**config.mk**
```make
export PLATFORM = sky130hd
export DESIGN_NAME = pdfp_top
export DESIGN_NICKNAME = d
export VERILOG_FILES = /design/src/pkg/pdfp_pkg.sv /design/src/pkg/pdfp_ctl_if.sv /design/src/hw/pdfp_pack.sv /design/src/hw/pdfp_top.sv
export SDC_FILE = /design/constraint.sdc
export NUM_CORES = 1
export LEC_CHECK = 0
export ABC_AREA = 1
export BUFFER_PORTS_ARGS = -buffer_cell sky130_fd_sc_hd__buf_2
export CORE_ASPECT_RATIO = 0.9
export CORE_MARGIN = 2
export CORE_UTILIZATION = 45
export DETAILED_ROUTE_END_ITERATION = 7
export PLACE_DENSITY = 0.69
export SLEW_MARGIN = 5
export SYNTH_ARGS = -nofsm -noshare
export SYNTH_HDL_FRONTEND = slang
export SYNTH_SLANG_ARGS = --single-unit
```
**constraint.sdc**
```tcl
create_clock -name sys_clk -period 4.2 [get_ports sys_clk]
set_input_delay 0.42 -clock sys_clk [delete_from_list [all_inputs] [get_ports sys_clk]]
set_output_delay 0.42 -clock sys_clk [all_outputs]
set_load 0.005 [all_outputs]
```
**src/pkg/pdfp_pkg.sv**
```systemverilog
/*
 * pdfp_pkg: constants and types for the dither and pixel-format pack stage.
 * Assumes a single core clock; every user writes pdfp_pkg::name.
 */
package pdfp_pkg;
    // register map
    localparam logic [3:0] PDFP_ADDR_CONTROL = 4'h0;
    localparam logic [31:0] PDFP_CONTROL_RESET = 32'h0000_0000;
    // control field positions
    localparam int PDFP_BIT_DITHER_EN = 1;
    localparam int PDFP_FMT_LO = 2;
    localparam int PDFP_FMT_HI = 5;
    localparam int PDFP_XSH_LO = 6;
    localparam int PDFP_XSH_HI = 7;
    localparam int PDFP_YSH_LO = 8;
    localparam int PDFP_YSH_HI = 9;
    localparam int PDFP_BIT_RGB = 10;
    localparam int PDFP_BIT_LINE = 11;
    localparam int PDFP_ALPHA_LO = 12;
    localparam int PDFP_ALPHA_HI = 13;
    localparam int PDFP_BIT_FMT_EXT = 16;
    // constants
    localparam logic [7:0] PDFP_ALPHA_DEFAULT = 8'hf8;
    localparam logic [6:0] PDFP_OFFSET_BIAS = 7'h40;
    localparam logic [1:0] PDFP_FA_KEEP = 2'h0;
    localparam logic [1:0] PDFP_FA_ZERO = 2'h1;
    localparam logic [1:0] PDFP_FA_CONST = 2'h2;
    // layout codes
    localparam logic [4:0] PDFP_L8888 = 5'h00;
    localparam logic [4:0] PDFP_L5551F = 5'h01;
    localparam logic [4:0] PDFP_L4444 = 5'h02;
    localparam logic [4:0] PDFP_L332F = 5'h05;
    localparam logic [4:0] PDFP_L332B = 5'h06;
    localparam logic [4:0] PDFP_L2321F = 5'h09;
    localparam logic [4:0] PDFP_L2321B = 5'h0a;
    localparam logic [4:0] PDFP_L232FO = 5'h0b;
    localparam logic [4:0] PDFP_L232BO = 5'h0c;
    localparam logic [4:0] PDFP_L5551B = 5'h0d;
    localparam logic [4:0] PDFP_LCI8 = 5'h0e;
    localparam logic [4:0] PDFP_L565F = 5'h10;
    localparam logic [4:0] PDFP_L565B = 5'h11;
    // pipeline state
    typedef enum logic [0:0] {
        PDFP_IDLE = 1'b0,
        PDFP_FULL = 1'b1
    } pdfp_state_t;
endpackage

```
**src/pkg/pdfp_ctl_if.sv**
```systemverilog
/*
 * pdfp_ctl_if: decoded control fields passed from the register to the pack unit.
 * Assumes one driver (the top) and one reader (the pack module).
 */
`timescale 1ns/1ps
`default_nettype none
interface pdfp_ctl_if;
    logic dither_en;
    logic [4:0] layout;
    logic [1:0] dither_window_shift_x;
    logic [1:0] dither_window_shift_y;
    logic rgb_order;
    logic line_dither;
    logic [1:0] alpha_override_select;
    modport src (output dither_en, layout, dither_window_shift_x, dither_window_shift_y,
        rgb_order, line_dither, alpha_override_select);
    modport dst (input dither_en, layout, dither_window_shift_x, dither_window_shift_y,
        rgb_order, line_dither, alpha_override_select);
endinterface
`default_nettype wire

```
**src/hw/pdfp_pack.sv**
```systemverilog
/*
 * pdfp_pack: combinational dither and framebuffer-word pack of one fragment.
 * Assumes control fields come steady from the register through pdfp_ctl_if.
 */
`timescale 1ns/1ps
`default_nettype none
module pdfp_pack (
    // control
    pdfp_ctl_if.dst ctl,
    // fragment in
    input wire logic [7:0] red,
    input wire logic [7:0] green,
    input wire logic [7:0] blue,
    input wire logic [7:0] alpha,
    input wire logic [1:0] pix_x,
    input wire logic [1:0] pix_y,
    // packed out
    output logic [31:0] word,
    output logic [7:0] alpha_int
);
    logic [1:0] dx;
    logic [1:0] dy;
    logic [3:0] thr;
    logic [2:0] rw;
    logic [2:0] gw;
    logic [2:0] bw;
    logic [2:0] aw;
    logic [7:0] rq;
    logic [7:0] gq;
    logic [7:0] bq;
    logic [7:0] aq;
    logic [7:0] a_sel;
    logic [15:0] half;
    logic [6:0] low7;

    assign dx = ctl.dither_window_shift_x + pix_x;
    assign dy = ctl.dither_window_shift_y + pix_y;

    // ordered uses a 4x4 bayer cell, line uses the row only
    always_comb
    begin
        case ({dy, dx})
            4'h0: thr = 4'h0; 4'h1: thr = 4'h8; 4'h2: thr = 4'h2; 4'h3: thr = 4'ha;
            4'h4: thr = 4'hc; 4'h5: thr = 4'h4; 4'h6: thr = 4'he; 4'h7: thr = 4'h6;
            4'h8: thr = 4'h3; 4'h9: thr = 4'hb; 4'ha: thr = 4'h1; 4'hb: thr = 4'h9;
            4'hc: thr = 4'hf; 4'hd: thr = 4'h7; 4'he: thr = 4'hd; default: thr = 4'h5;
        endcase
        if (ctl.line_dither)
        begin
            thr = {dy, 2'h0};
        end
    end

    // channel widths per layout, ordering independent
    always_comb
    begin
        case (ctl.layout)
            pdfp_pkg::PDFP_L8888: begin rw = 3'h0; gw = 3'h0; bw = 3'h0; aw = 3'h0; end
            pdfp_pkg::PDFP_L5551F, pdfp_pkg::PDFP_L5551B:
                begin rw = 3'h5; gw = 3'h5; bw = 3'h5; aw = 3'h1; end
            pdfp_pkg::PDFP_L4444: begin rw = 3'h4; gw = 3'h4; bw = 3'h4; aw = 3'h4; end
            pdfp_pkg::PDFP_L332F, pdfp_pkg::PDFP_L332B:
                begin rw = 3'h3; gw = 3'h3; bw = 3'h2; aw = 3'h0; end
            pdfp_pkg::PDFP_L2321F, pdfp_pkg::PDFP_L2321B:
                begin rw = 3'h2; gw = 3'h3; bw = 3'h2; aw = 3'h1; end
            pdfp_pkg::PDFP_L565F, pdfp_pkg::PDFP_L565B:
                begin rw = 3'h5; gw = 3'h6; bw = 3'h5; aw = 3'h0; end
            default: begin rw = 3'h2; gw = 3'h3; bw = 3'h2; aw = 3'h0; end
        endcase
    end

    // the 8-bit fields are treated alike for 5.3 and integer use
    function automatic logic [7:0] quant(input logic [7:0] c, input logic [2:0] w,
        input logic [3:0] t, input logic en);
        logic [8:0] s;
        logic [8:0] d;
        s = 9'h000;
        d = 9'h000;
        if (w == 3'h0)
        begin
            quant = c;
        end
        else
        begin
            // add threshold only when dithering, scaled below one step
            d = en ? 9'({t, 4'h0} >> w) : 9'h000;
            s = {1'b0, c} + d;
            if (s[8])
            begin
                s = 9'h0ff;
            end
            quant = s[7:0] >> (4'h8 - {1'b0, w});
        end
    endfunction

    assign rq = quant(red, rw, thr, ctl.dither_en);
    assign gq = quant(green, gw, thr, ctl.dither_en);
    assign bq = quant(blue, bw, thr, ctl.dither_en);

    always_comb
    begin
        case (ctl.alpha_override_select)
            pdfp_pkg::PDFP_FA_ZERO: a_sel = 8'h00;
            pdfp_pkg::PDFP_FA_CONST: a_sel = pdfp_pkg::PDFP_ALPHA_DEFAULT;
            default: a_sel = alpha;
        endcase
        if (aw == 3'h0 && ctl.layout != pdfp_pkg::PDFP_L8888)
        begin
            a_sel = pdfp_pkg::PDFP_ALPHA_DEFAULT;
        end
    end
    assign alpha_int = a_sel;
    assign aq = quant(a_sel, aw, 4'h0, 1'b0);

    // channel placement, red and blue swap with order bit
    always_comb
    begin
        logic [7:0] lo;
        logic [7:0] hi;
        lo = ctl.rgb_order ? bq : rq;
        hi = ctl.rgb_order ? rq : bq;
        half = 16'h0000;
        low7 = 7'h00;
        word = 32'h0000_0000;
        case (ctl.layout)
            pdfp_pkg::PDFP_L8888: word = {aq, hi, gq, lo};
            pdfp_pkg::PDFP_L5551F, pdfp_pkg::PDFP_L5551B:
                half = {aq[0], hi[4:0], gq[4:0], lo[4:0]};
            pdfp_pkg::PDFP_L4444: word = {16'h0000, aq[3:0], hi[3:0], gq[3:0], lo[3:0]};
            pdfp_pkg::PDFP_L332F, pdfp_pkg::PDFP_L332B:
                half = ctl.rgb_order ? {8'h00, rq[2:0], gq[2:0], bq[1:0]}
                                     : {8'h00, bq[1:0], gq[2:0], rq[2:0]};
            pdfp_pkg::PDFP_L2321F, pdfp_pkg::PDFP_L2321B:
                half = {8'h00, aq[0], hi[1:0], gq[2:0], lo[1:0]};
            pdfp_pkg::PDFP_L232FO, pdfp_pkg::PDFP_L232BO:
            begin
                // bias of 64 on the 7-bit value
                low7 = {hi[1:0], gq[2:0], lo[1:0]} + pdfp_pkg::PDFP_OFFSET_BIAS;
                half = {8'h00, 1'b0, low7};
            end
            pdfp_pkg::PDFP_L565F, pdfp_pkg::PDFP_L565B:
                half = {hi[4:0], gq[5:0], lo[4:0]};
            pdfp_pkg::PDFP_LCI8: word = {4{red}};
            default: word = 32'h0000_0000;
        endcase
        // front and back replicate the packed value
        case (ctl.layout)
            pdfp_pkg::PDFP_L5551F, pdfp_pkg::PDFP_L5551B, pdfp_pkg::PDFP_L565F,
            pdfp_pkg::PDFP_L565B:
                word = {2{half}};
            pdfp_pkg::PDFP_L332F, pdfp_pkg::PDFP_L332B, pdfp_pkg::PDFP_L2321F,
            pdfp_pkg::PDFP_L2321B, pdfp_pkg::PDFP_L232FO, pdfp_pkg::PDFP_L232BO:
                word = {2{half[7:0], half[7:0]}};
            default: word = word;
        endcase
    end
endmodule
`default_nettype wire

```
**src/hw/pdfp_top.sv**
```systemverilog
/*
 * pdfp_top: control register, one-stage pipeline and register read port.
 * Assumes upstream holds a fragment while in_ready is low; bus strobes
 * are one cycle and never together.
 */
`timescale 1ns/1ps
`default_nettype none
module pdfp_top (
    // clock and reset
    input wire logic sys_clk,
    input wire logic rst_n,
    // register port
    input wire logic [3:0] reg_addr,
    input wire logic [31:0] reg_wdata,
    input wire logic reg_wr,
    input wire logic reg_rd,
    output logic [31:0] reg_rdata,
    // fragment in
    input wire logic in_valid,
    output logic in_ready,
    input wire logic [7:0] in_red,
    input wire logic [7:0] in_green,
    input wire logic [7:0] in_blue,
    input wire logic [7:0] in_alpha,
    input wire logic [1:0] in_x,
    input wire logic [1:0] in_y,
    // packed out
    output logic out_valid,
    input wire logic out_ready,
    output logic [31:0] out_word,
    output logic [7:0] out_alpha
);
    typedef struct packed {
        logic [31:0] control;
        logic [31:0] rdata;
        pdfp_pkg::pdfp_state_t state;
        logic [31:0] word;
        logic [7:0] alpha;
    } pdfp_regs_t;

    pdfp_regs_t st_reg;
    pdfp_regs_t st_next;
    pdfp_ctl_if ctl ();
    logic [31:0] pk_word;
    logic [7:0] pk_alpha;
    logic take;

    // layout code with extension bit on top
    assign ctl.layout = {st_reg.control[pdfp_pkg::PDFP_BIT_FMT_EXT],
        st_reg.control[pdfp_pkg::PDFP_FMT_HI:pdfp_pkg::PDFP_FMT_LO]};
    assign ctl.dither_en = st_reg.control[pdfp_pkg::PDFP_BIT_DITHER_EN];
    assign ctl.dither_window_shift_x =
        st_reg.control[pdfp_pkg::PDFP_XSH_HI:pdfp_pkg::PDFP_XSH_LO];
    assign ctl.dither_window_shift_y =
        st_reg.control[pdfp_pkg::PDFP_YSH_HI:pdfp_pkg::PDFP_YSH_LO];
    assign ctl.rgb_order = st_reg.control[pdfp_pkg::PDFP_BIT_RGB];
    assign ctl.line_dither = st_reg.control[pdfp_pkg::PDFP_BIT_LINE];
    assign ctl.alpha_override_select =
        st_reg.control[pdfp_pkg::PDFP_ALPHA_HI:pdfp_pkg::PDFP_ALPHA_LO];

    pdfp_pack u_pack (
        .ctl(ctl),
        .red(in_red),
        .green(in_green),
        .blue(in_blue),
        .alpha(in_alpha),
        .pix_x(in_x),
        .pix_y(in_y),
        .word(pk_word),
        .alpha_int(pk_alpha)
    );

    // stage accepts when empty or draining this cycle
    assign in_ready = (st_reg.state == pdfp_pkg::PDFP_IDLE) || out_ready;
    assign take = in_valid && in_ready;
    assign out_valid = (st_reg.state == pdfp_pkg::PDFP_FULL);
    assign out_word = st_reg.word;
    assign out_alpha = st_reg.alpha;
    assign reg_rdata = st_reg.rdata;

    // next state; reads return data only in the following cycle
    always_comb
    begin
        st_next = st_reg;
        st_next.rdata = 32'h0000_0000;
        if (reg_wr && reg_addr == pdfp_pkg::PDFP_ADDR_CONTROL)
        begin
            st_next.control = reg_wdata;
        end
        if (reg_rd && reg_addr == pdfp_pkg::PDFP_ADDR_CONTROL)
        begin
            st_next.rdata = st_reg.control;
        end
        case (st_reg.state)
            pdfp_pkg::PDFP_IDLE:
                if (take)
                begin
                    st_next.state = pdfp_pkg::PDFP_FULL;
                end
            pdfp_pkg::PDFP_FULL:
                if (out_ready && !take)
                begin
                    st_next.state = pdfp_pkg::PDFP_IDLE;
                end
            default: st_next.state = pdfp_pkg::PDFP_IDLE;
        endcase
        if (take)
        begin
            st_next.word = pk_word;
            st_next.alpha = pk_alpha;
        end
    end

    // state register
    always_ff @(posedge sys_clk or negedge rst_n)
    begin
        if (!rst_n)
        begin
            st_reg <= '{control: pdfp_pkg::PDFP_CONTROL_RESET, rdata: 32'h0000_0000,
                state: pdfp_pkg::PDFP_IDLE, word: 32'h0000_0000, alpha: 8'h00};
        end
        else
        begin
            st_reg <= st_next;
        end
    end
endmodule
`default_nettype wire

```
==> results.md, run 1 <==
- Setup crit end kind: flop
- Overflow after GRT: 0
- Gate power share: 0.581
- Mean number of vias per cell: approximately 5.2
- Internal power: approximately 2800 uW
- Leading cell type in the layout, fill and taps excluded: nand2_1
- DRC Markers: 0
- Period utilization: 0.982
- Total number of vias: around 9100
- Initial Util: 0.456
- Worst-Margin Slew: approximately 1.2 ns
- Yosys Warn Count: 0
- Area after DPL: between 0.009 and 0.01 mm^2
- Leak: around 0.0061 uW
- Startpoint Class: flop
- Clk slew on worst S/H paths: approximately 0.080 ns
- H-tree depth: 3
- Layout Cells excl Fill: roughly 1800
- Drt pass-1 iters: 5
- Worst r2r dst: out_word[14]
- Post-synth top area share: 0.302
- Sw Share: 0.449
- Reg2reg start: ctl.dither_window_shift_y[0]
- Max-slew headroom: 0.229
- P_sw: 2250 uW
- Die W: 151 um
- Synth area leaders: dfrtp_1, nand2_1, nand3_1
- Setup-failing EPs final: 0
- Routed WL: between 20000 and 30000 um
- Port bufs: ~150
- Iter 0 DRT Violations: approximately 640
- Antenna violations before repair: 0
- Yosys cell types: 47
- Critical Path AT: 4.37 ns
- Diodes inserted: 0
- GPL Wtd Cong: between 0.9 and 1
- CP peak stage delay: approximately 0.39 ns
- Utilization after layout: 0.576
- Worst clock skew: ~0.0095 ns
- Status: finished, final reports clean
- Clock sinks: 105
- Hold Path Class: in2async
- Worst-path maximum fanout: 4
- Min Clock Period, post-route: 4.13 ns
- Num CTS Buffers: 9
- Flops & latches, synth: roughly 110
- Max Cap Viol: 0
- Yosys top cell by area: dfrtp_1
- Area of the core: about 0.019 mm^2
- DPL Wire Length: roughly 21000 um
- Vias in the first global route: 8534
- Most frequent cells in the layout: nand2_1, buf_2, inv_1
- Peak supply drop: roughly 0.22 mV
- Number of synthesized flops with an enable pin: 0
- Die Ht: roughly 140 um
- Post-route total power: between 5000 and 6000 uW
- Die area: 0.0205 mm^2
- Skew-Pair Late Insertion Delay: between 0.3 and 0.4 ns
- NumNets Final: around 1600
- # IOs: between 150 and 200
- RSZ-0062 raised after global routing: yes
- Cell Rows: 48
- Crit path kind: reg2reg
- Synth async-reset ratio: 1.00
- Hold Fails Final Rpt: 0
- DR WL/cell: 15.1 um
- Post-route ant nets: 0
- Final Max Tran Viols: 0
- Slowest cell on the critical path: dfrtp_1
- Gr usage total: 0.256
- Share of layout cells above drive strength 1: 0.325
- Clock Path Buffers: 2
- Sequential cell area: approximately 0.0026 mm^2
- Area growth from synthesis to layout: 26.2%
- Worst path required time: roughly 4.5 ns
- Largest net degree at the start of global routing: 42
- Max frequency: 242 MHz
- Multi-input gate area: 0.00537 mm^2
- Cell count after synthesis: ~1300
- First-pass GRT wire length: 41800 um
- Clock network power share: 0.172
- Dominant synthesized flop cell: dfrtp_1
- Syn Nets: ~1400
- Placed cell count: around 1700
- CTS Root Buffer Type: clkbuf_16
- P per Cell Area: between 400 and 500 mW/mm^2
- CTS tree: yes
- Part of the power in registers: 0.247
- Post-Synthesis Cell Area: ~0.0087 mm^2
- # fillers: 1899
- Design Area, Final: 0.0110 mm^2
- Worst Reg2Reg Path Length in Cells: 31
- Reg2Reg Setup Slack: 0.07 ns
- Mapped Avg Cell Area: 6.59 um^2
- Seq/Total Area, Yosys: 0.302
==> critical path: cells and delay by family (launching register included) <==
| family | cells | cell delay, ns |
|---|---|---|
| AO/OA/AOI/OAI | 3 | 0.43 |
| adder cells (fa/ha/maj) | 2 | 0.45 |
| AND/OR/NAND/NOR | 19 | 1.90 |
| buffers and inverters | 6 | 0.66 |
| flip-flops | 1 | 0.39 |
| XOR/XNOR | 1 | 0.15 |
==> logic make-up (layout without fill, tap and decap cells) <==
family / count (synthesis) / in the layout / synth area share
adders and majority gates: 41 / 41 / 0.0615
xor gates and xnor gates: 9 / 9 / 0.00905
DFF: 105 / 105 / 0.302
muxes: 1 / 1 / 0.00115
AOI/OAI and AO/OA: 196 / 196 / 0.123
and+or+nand+nor: 699 / 699 / 0.350
buffers and inverters: 272 / 457 / 0.154
==> worst max-delay path by stage <==
stage / startpoint / slack, ns / cells past startpoint / endpoint
floorplan: ctl.layout[1] / 0.19 / 31 / out_word[14]
global placement: in_y[0] / -0.20 / 35 / out_word[30]
detailed placement: in_y[1] / -0.24 / 35 / out_word[14]
CTS: ctl.layout[1] / 0.004 / 31 / out_word[14]
global route: ctl.dither_window_shift_y[1] / -0.16 / 34 / out_word[14]
finish: ctl.dither_window_shift_y[0] / 0.07 / 31 / out_word[14]
==> metrics by stage <==
step / setup slack, ns / hold slack (ns) / setup TNS (ns)
global route: -0.156 / 0.0641 / -2.15
floorplan: 0.187 / 0.124 / 0
finish: 0.0741 / 0.0253 / 0
CTS: 0.00389 / 0.0486 / 0
detailed placement: -0.240 / 0.426 / -4.45
global placement: -0.197 / 0.422 / -3.29
==> cell usage after synthesis, types with 7 or more instances <==
cell type / n
a21oi_1: 98
buf_2: 8
buf_4: 75
clkbuf_1: 23
dfrtp_1: 105
ha_1: 38
inv_1: 152
inv_2: 7
nand2_1: 339
nand2_2: 10
nand3_1: 143
nand3_2: 7
nand4_1: 9
nor2_1: 156
o211ai_1: 11
o21ai_0: 52
o21ai_1: 10
or2_2: 10
xnor2_1: 8
==> power by group through the flow <==
stage,logic [uW],registers (uW),clock network (uW)
CTS,2480,1230,877
floorplan,1660,1220,0
finish,2920,1240,860
global route,3220,1260,924
global placement,2430,1250,0
detailed placement,2450,1250,0
==> layout make-up <==
cell class | instances | area share
well taps | 250 | 0.0284
flip-flops and latches | 105 | 0.239
clock buffers | 9 | 0.0205
inverters | 160 | 0.0559
repair buffers | 281 | 0.161
clock inverters | 7 | 0.00751
multi-input cells | 946 | 0.488
==> routing by layer <==
metal | routed length (um) | GRT usage | share of wire | up-vias
met4 | 594 | 0.0820 | 0.022 | 0
met5 | 0 | 0 | 0 | -
met3 | 2060 | 0.0681 | 0.078 | 55
met2 | 12300 | 0.404 | 0.46 | 323
li1 | - | - | - | 4553
met1 | 11600 | 0.341 | 0.44 | 4147
==> what timing repair did <==
action	4_1_cts	5_1_grt
cloned	0	1
endpoints found under the setup margin	29	32
resized for setup	10	182
hold buffers	0	0
pin swaps	3	62
buffers inserted	3	16
(Power assumes the default switching activity.)
==> run 2, diff against run 1 <==
--- a/config.mk
+++ b/config.mk
@@ -11,6 +11,7 @@
 export CORE_MARGIN = 2
 export CORE_UTILIZATION = 45
 export DETAILED_ROUTE_END_ITERATION = 7
+export HOLD_SLACK_MARGIN = 0.1
 export PLACE_DENSITY = 0.69
 export SLEW_MARGIN = 5
 export SYNTH_ARGS = -nofsm -noshare
==> results.md, run 2 (same netlist as run 1, synthesis figures left out) <==
- Status: finished, final reports clean
- Worst path required time: roughly 4.5 ns
- Startpoint Class: flop
- Hold Fails Final Rpt: 0
- Iter 0 DRT Violations: between 600 and 700
- Part of the power in registers: 0.247
- Peak supply drop: between 0.2 and 0.25 mV
- Skew-Pair Late Insertion Delay: between 0.3 and 0.4 ns
- Worst clock skew: between 0.009 and 0.01 ns
- Clock network power share: 0.172
- Num CTS Buffers: 9
- Crit path depth: 31
- Diodes inserted: 0
- Setup-failing EPs final: 0
- Hold Path Class: in2reg
- DPL Wire Length: about 21000 um
- Leading cell type in the layout, fill and taps excluded: nand2_1
- Cell Rows: 48
- RSZ-0062 raised after global routing: yes
- NumNets Final: between 1500 and 2000
- First-pass GRT wire length: ~42000 um
- Vias in the first global route: between 8000 and 9000
- Port bufs: approximately 150
- Total number of vias: around 9100
- Clock sinks: 105
- GPL Wtd Cong: 0.975
- Worst hold path depth: 3
- Slack of the critical path: roughly 0.082 ns
- Area growth from synthesis to layout: 26.3%
- Area of the core: between 0.015 and 0.02 mm^2
- Worst Setup Slack post-DPL: -0.240 ns
- # IOs: between 150 and 200
- Leak: ~0.0061 uW
- Period utilization: 0.980
- Routed WL: 26500 um
- Final Max Tran Viols: 0
- Slowest cell on the critical path: dfrtp_1
- Reg2reg start: ctl.dither_window_shift_y[0]
- Worst hold endpoint: out_valid
- DR WL/cell: approximately 15 um
- Overflow after GRT: 0
- Die W: approximately 150 um
- # fillers: ~1900
- Crit path max-delay family: simple AND/OR/NAND/NOR gates
- Max Cap Viol: 0
- Internal power: 2760 uW
- P per Cell Area: roughly 460 mW/mm^2
- Share of layout cells above drive strength 1: 0.324
- Clk slew on worst S/H paths: ~0.08 ns
- Sw Share: 0.449
- Max frequency: 243 MHz
- Clock Path Buffers: 2
- Post-route total power: 5020 uW
- Worst-Margin Slew: 1.16 ns
- Post-route ant nets: 0
- Die Ht: between 100 and 150 um
- Min Clock Period, post-route: about 4 ns
- Max-slew headroom: 0.227
- CTS Root Buffer Type: clkbuf_16
- Die area: about 0.02 mm^2
- CTS tree: yes
- Setup crit end kind: flop
- Worst-path maximum fanout: 4
- Gr usage total: 0.256
- Buf+Inv Stages, Crit Path: 6
- Worst r2r dst: out_word[14]
- P_sw: 2250 uW
- Drt pass-1 iters: 4
- H-tree depth: 3
- Worst Reg2Reg Path Length in Cells: 31
- Most frequent cells in the layout: nand2_1, buf_2, inv_1
- Critical Path AT: around 4.4 ns
- Largest net degree at the start of global routing: 42
- DRC Markers: 0
- Initial Util: 0.456
- Crit path kind: reg2reg
- Reg2Reg Setup Slack: slightly above 0.08 ns
- Antenna violations before repair: 0
- CP peak stage delay: about 0.39 ns
- Hold_sp: in_valid
- Mean number of vias per cell: ~5.2
- Gate power share: 0.581
-- run 2: area by class of cell --
cell class	count	area (um^2)	share of cell area
multi-input combinational	946	5370	0.487
sequential	105	2630	0.239
timing repair buffer	282	1780	0.161
inverter	160	614	0.0558
tap	250	313	0.0284
clock buffer	9	225	0.0205
clock inverter	7	82.6	0.00750
-- run 2: worst register-to-register path: cells and delay by family, from the launching register on --
kind	cells	cell delay, ns
AOI/OAI and AO/OA	3	0.43
xor gates and xnor gates	1	0.15
adders and majority gates	2	0.45
buffers and inverters	6	0.66
DFF	1	0.39
and+or+nand+nor	19	1.91
-- run 2: per-stage QoR --
stage,TNS [ns],util,hold slack [ns],instance area [um^2],std cells
4_1_cts,0,0.537,0.264,10300,1742
5_1_grt,-2.20,0.576,0.301,11000,1759
3_5_place_dp,-4.45,0.518,0.426,9880,1722
2_1_floorplan,0,-,0.124,8710,1323
3_3_place_gp,-3.29,0.518,0.422,9880,1722
6_report,0,0.576,0.271,11000,1759
-- run 2: routing by layer --
| layer | wire length (um) | track usage | vias to the layer above | share of wire |
|---|---|---|---|---|
| met5 | 0 | 0 | - | 0 |
| met4 | 619 | 0.0800 | 0 | 0.023 |
| met3 | 1970 | 0.0688 | 52 | 0.074 |
| met2 | 12300 | 0.405 | 286 | 0.46 |
| met1 | 11700 | 0.341 | 4196 | 0.44 |
| li1 | - | - | 4551 | - |
-- run 2: timing repair --
item	CTS	global route
resized for setup	10	181
hold endpoints to repair	37	0
pin swaps	3	62
endpoints found under the setup margin	29	32
cloned	0	1
hold buffers	1	0
buffers inserted	3	16
-- run 2: how the worst max path moves through the flow --
stage | start | endpoint | slack (ns)
after CTS | ctl.layout[1] | out_word[14] | 0.004
after detailed placement | in_y[1] | out_word[14] | -0.24
after global placement | in_y[0] | out_word[30] | -0.20
after floorplan | ctl.layout[1] | out_word[14] | 0.19
final | ctl.dither_window_shift_y[0] | out_word[14] | 0.08
after global routing | ctl.dither_window_shift_y[1] | out_word[14] | -0.16
-- run 2: power groups by stage --
stage / Sequential, uW / Combinational, uW / Clock, uW
5_1_grt: 1260 / 3220 / 923
3_5_place_dp: 1250 / 2450 / 0
2_1_floorplan: 1220 / 1660 / 0
6_report: 1240 / 2920 / 862
3_3_place_gp: 1250 / 2430 / 0
4_1_cts: 1230 / 2480 / 877
==> run 3, diff against run 2 <==
--- a/config.mk
+++ b/config.mk
@@ -12,7 +12,7 @@
 export CORE_UTILIZATION = 45
 export DETAILED_ROUTE_END_ITERATION = 7
 export HOLD_SLACK_MARGIN = 0.1
-export PLACE_DENSITY = 0.69
+export PLACE_DENSITY = 0.67
 export SLEW_MARGIN = 5
 export SYNTH_ARGS = -nofsm -noshare
 export SYNTH_HDL_FRONTEND = slang
==> results.md, run 3 (same netlist as run 1, synthesis figures left out) <==
- Status: finished, final reports clean
- Initial Util: 0.456
- Period utilization: 0.966
- Startpoint Class: flop
- Gr usage total: 0.258
- Worst clock skew: about 0.0077 ns
- CTS Hold Buffers Added: 0
- Critical Path AT: between 4 and 5 ns
- NumNets Final: 1627
- Crit path kind: reg2reg
- # fillers: 1882
- Leak: roughly 0.0061 uW
- CP most frequent cell: nand2_1
- Max frequency: 246 MHz
- Min Clock Period, post-route: between 4 and 5 ns
- CTS Root Buffer Type: clkbuf_16
- Hold Fails Final Rpt: 0
- Slowest cell on the critical path: dfrtp_1
- Area after DPL: 0.00988 mm^2
- Die area: approximately 0.020 mm^2
- Setup-failing EPs final: 0
- DPL Wire Length: 20800 um
- Share of layout cells above drive strength 1: 0.334
- Max-slew headroom: 0.237
- Met2 wire len: around 13000 um
- Most frequent cells in the layout: nand2_1, buf_2, inv_1
- Worst-Margin Slew: 1.14 ns
- Hold Path Class: in2async
- CP peak stage delay: slightly above 0.4 ns
- Final Max Tran Viols: 0
- Iter 0 DRT Violations: roughly 550
- # IOs: approximately 150
- Overflow after GRT: 0
- Clk slew on worst S/H paths: 0.08 ns
- DR WL/cell: around 15 um
- Smallest hold slack: 0.141 ns
- Drt pass-1 iters: 5
- Area of the core: approximately 0.019 mm^2
- First-pass GRT wire length: roughly 42000 um
- CTS tree: yes
- Mean number of vias per cell: 5.23
- Largest net degree at the start of global routing: 62
- DRC Markers: 0
- Worst-path maximum fanout: 6
- GPL Wtd Cong: around 0.98
- Routed WL: roughly 27000 um
- Cell Rows: 48
- Clock Path Buffers: 2
- Worst path required time: approximately 4.5 ns
- Max Cap Viol: 0
- Peak supply drop: approximately 0.25 mV
- Max Used Layer: met5
- Num CTS Buffers: 9
- DRT met1 WL: approximately 12000 um
- Area growth from synthesis to layout: 28.4%
- Vias in the first global route: roughly 8600
- Setup crit end kind: flop
- Metal3 WL: 2000 um
- H-tree depth: 3
- Design Area, Final: 0.0112 mm^2
- Crit path max-delay family: simple AND/OR/NAND/NOR gates
- Die W: approximately 150 um
- Die Ht: 136 um
- Post-route ant nets: 0
- Skew-Pair Late Insertion Delay: 0.36 ns
- Port bufs: about 150
- Total number of vias: 9234
- Buf+Inv Stages, Crit Path: 4
- Leading cell type in the layout, fill and taps excluded: nand2_1
- RSZ-0062 raised after global routing: yes
- P per Cell Area: ~470 mW/mm^2
- Antenna violations before repair: 3
- Clock sinks: approximately 110
==> run 3: cell types whose count changed in the layout (fill, tap and decap cells not counted), moves of 3 or more <==
cell,before,now
nor2_4,9,12
nor2_2,12,9
a21oi_2,15,10
nand2_2,38,41
buf_6,5,9
ha_4,4,8
nand2_1,305,301
a21oi_4,2,6
==> run 3: final cells by class <==
class | instances | area (um^2) | area share
Antenna cell | 1 | 2.50 | 0.000224
Clock buffer | 9 | 225 | 0.0201
Clock inverter | 7 | 96.3 | 0.00861
Inverter | 160 | 608 | 0.0544
Multi-Input combinational cell | 946 | 5510 | 0.492
Sequential cell | 105 | 2630 | 0.235
Tap cell | 250 | 313 | 0.0280
Timing Repair Buffer | 286 | 1810 | 0.161
==> run 3: routing by layer <==
| layer | up-vias | GRT usage |
|---|---|---|
| met5 | - | 0 |
| met1 | 4299 | 0.351 |
| met4 | 4 | 0.0763 |
| li1 | 4543 | - |
| met3 | 60 | 0.0607 |
| met2 | 328 | 0.408 |
==> run 3: timing repair <==
| action | in CTS | in global routing |
|---|---|---|
| endpoints found under the setup margin | 31 | 32 |
| gates resized for setup | 18 | 198 |
| cloned | 0 | 1 |
| pin swaps | 3 | 77 |
| setup buffers | 0 | 25 |
==> run 3: worst paths after layout <==
| check | slack (ns) | start | to | cells past startpoint |
|---|---|---|---|---|
| setup / recovery | 0.14 | ctl.dither_window_shift_y[1] | out_word[11] | 30 |
| setup reg to reg | 0.14 | ctl.dither_window_shift_y[1] | out_word[11] | 30 |
| hold / removal | 0.14 | rst_n | out_word[3] | 1 |
| max in group asynchronous | 3.18 | rst_n | ctl.alpha_override_select[0] | 2 |
| hold reg to reg | 0.48 | out_word[11] | out_word[11] | 2 |
| min in group sys_clk | 0.27 | in_valid | out_valid | 3 |
==> run 3: per-stage QoR <==
step                instances  worst slack, ns  power (uW)  setup TNS (ns)  utilization
CTS                      1739          0.00914        4630               0        0.537
finish                   1764            0.143        5200               0        0.586
global placement         1723           -0.373        3700           -7.58        0.517
floorplan                1323            0.187        2880               0            -
global route             1764           -0.127        5590           -1.30        0.586
detailed placement       1723           -0.396        3720           -8.92        0.517
==> run 3: report_power, final <==
part / total (uW) / switching [uW] / internal [uW]
logic: 3080 / 1790 / 1290
registers: 1240 / 98.0 / 1140
clock network: 883 / 447 / 436
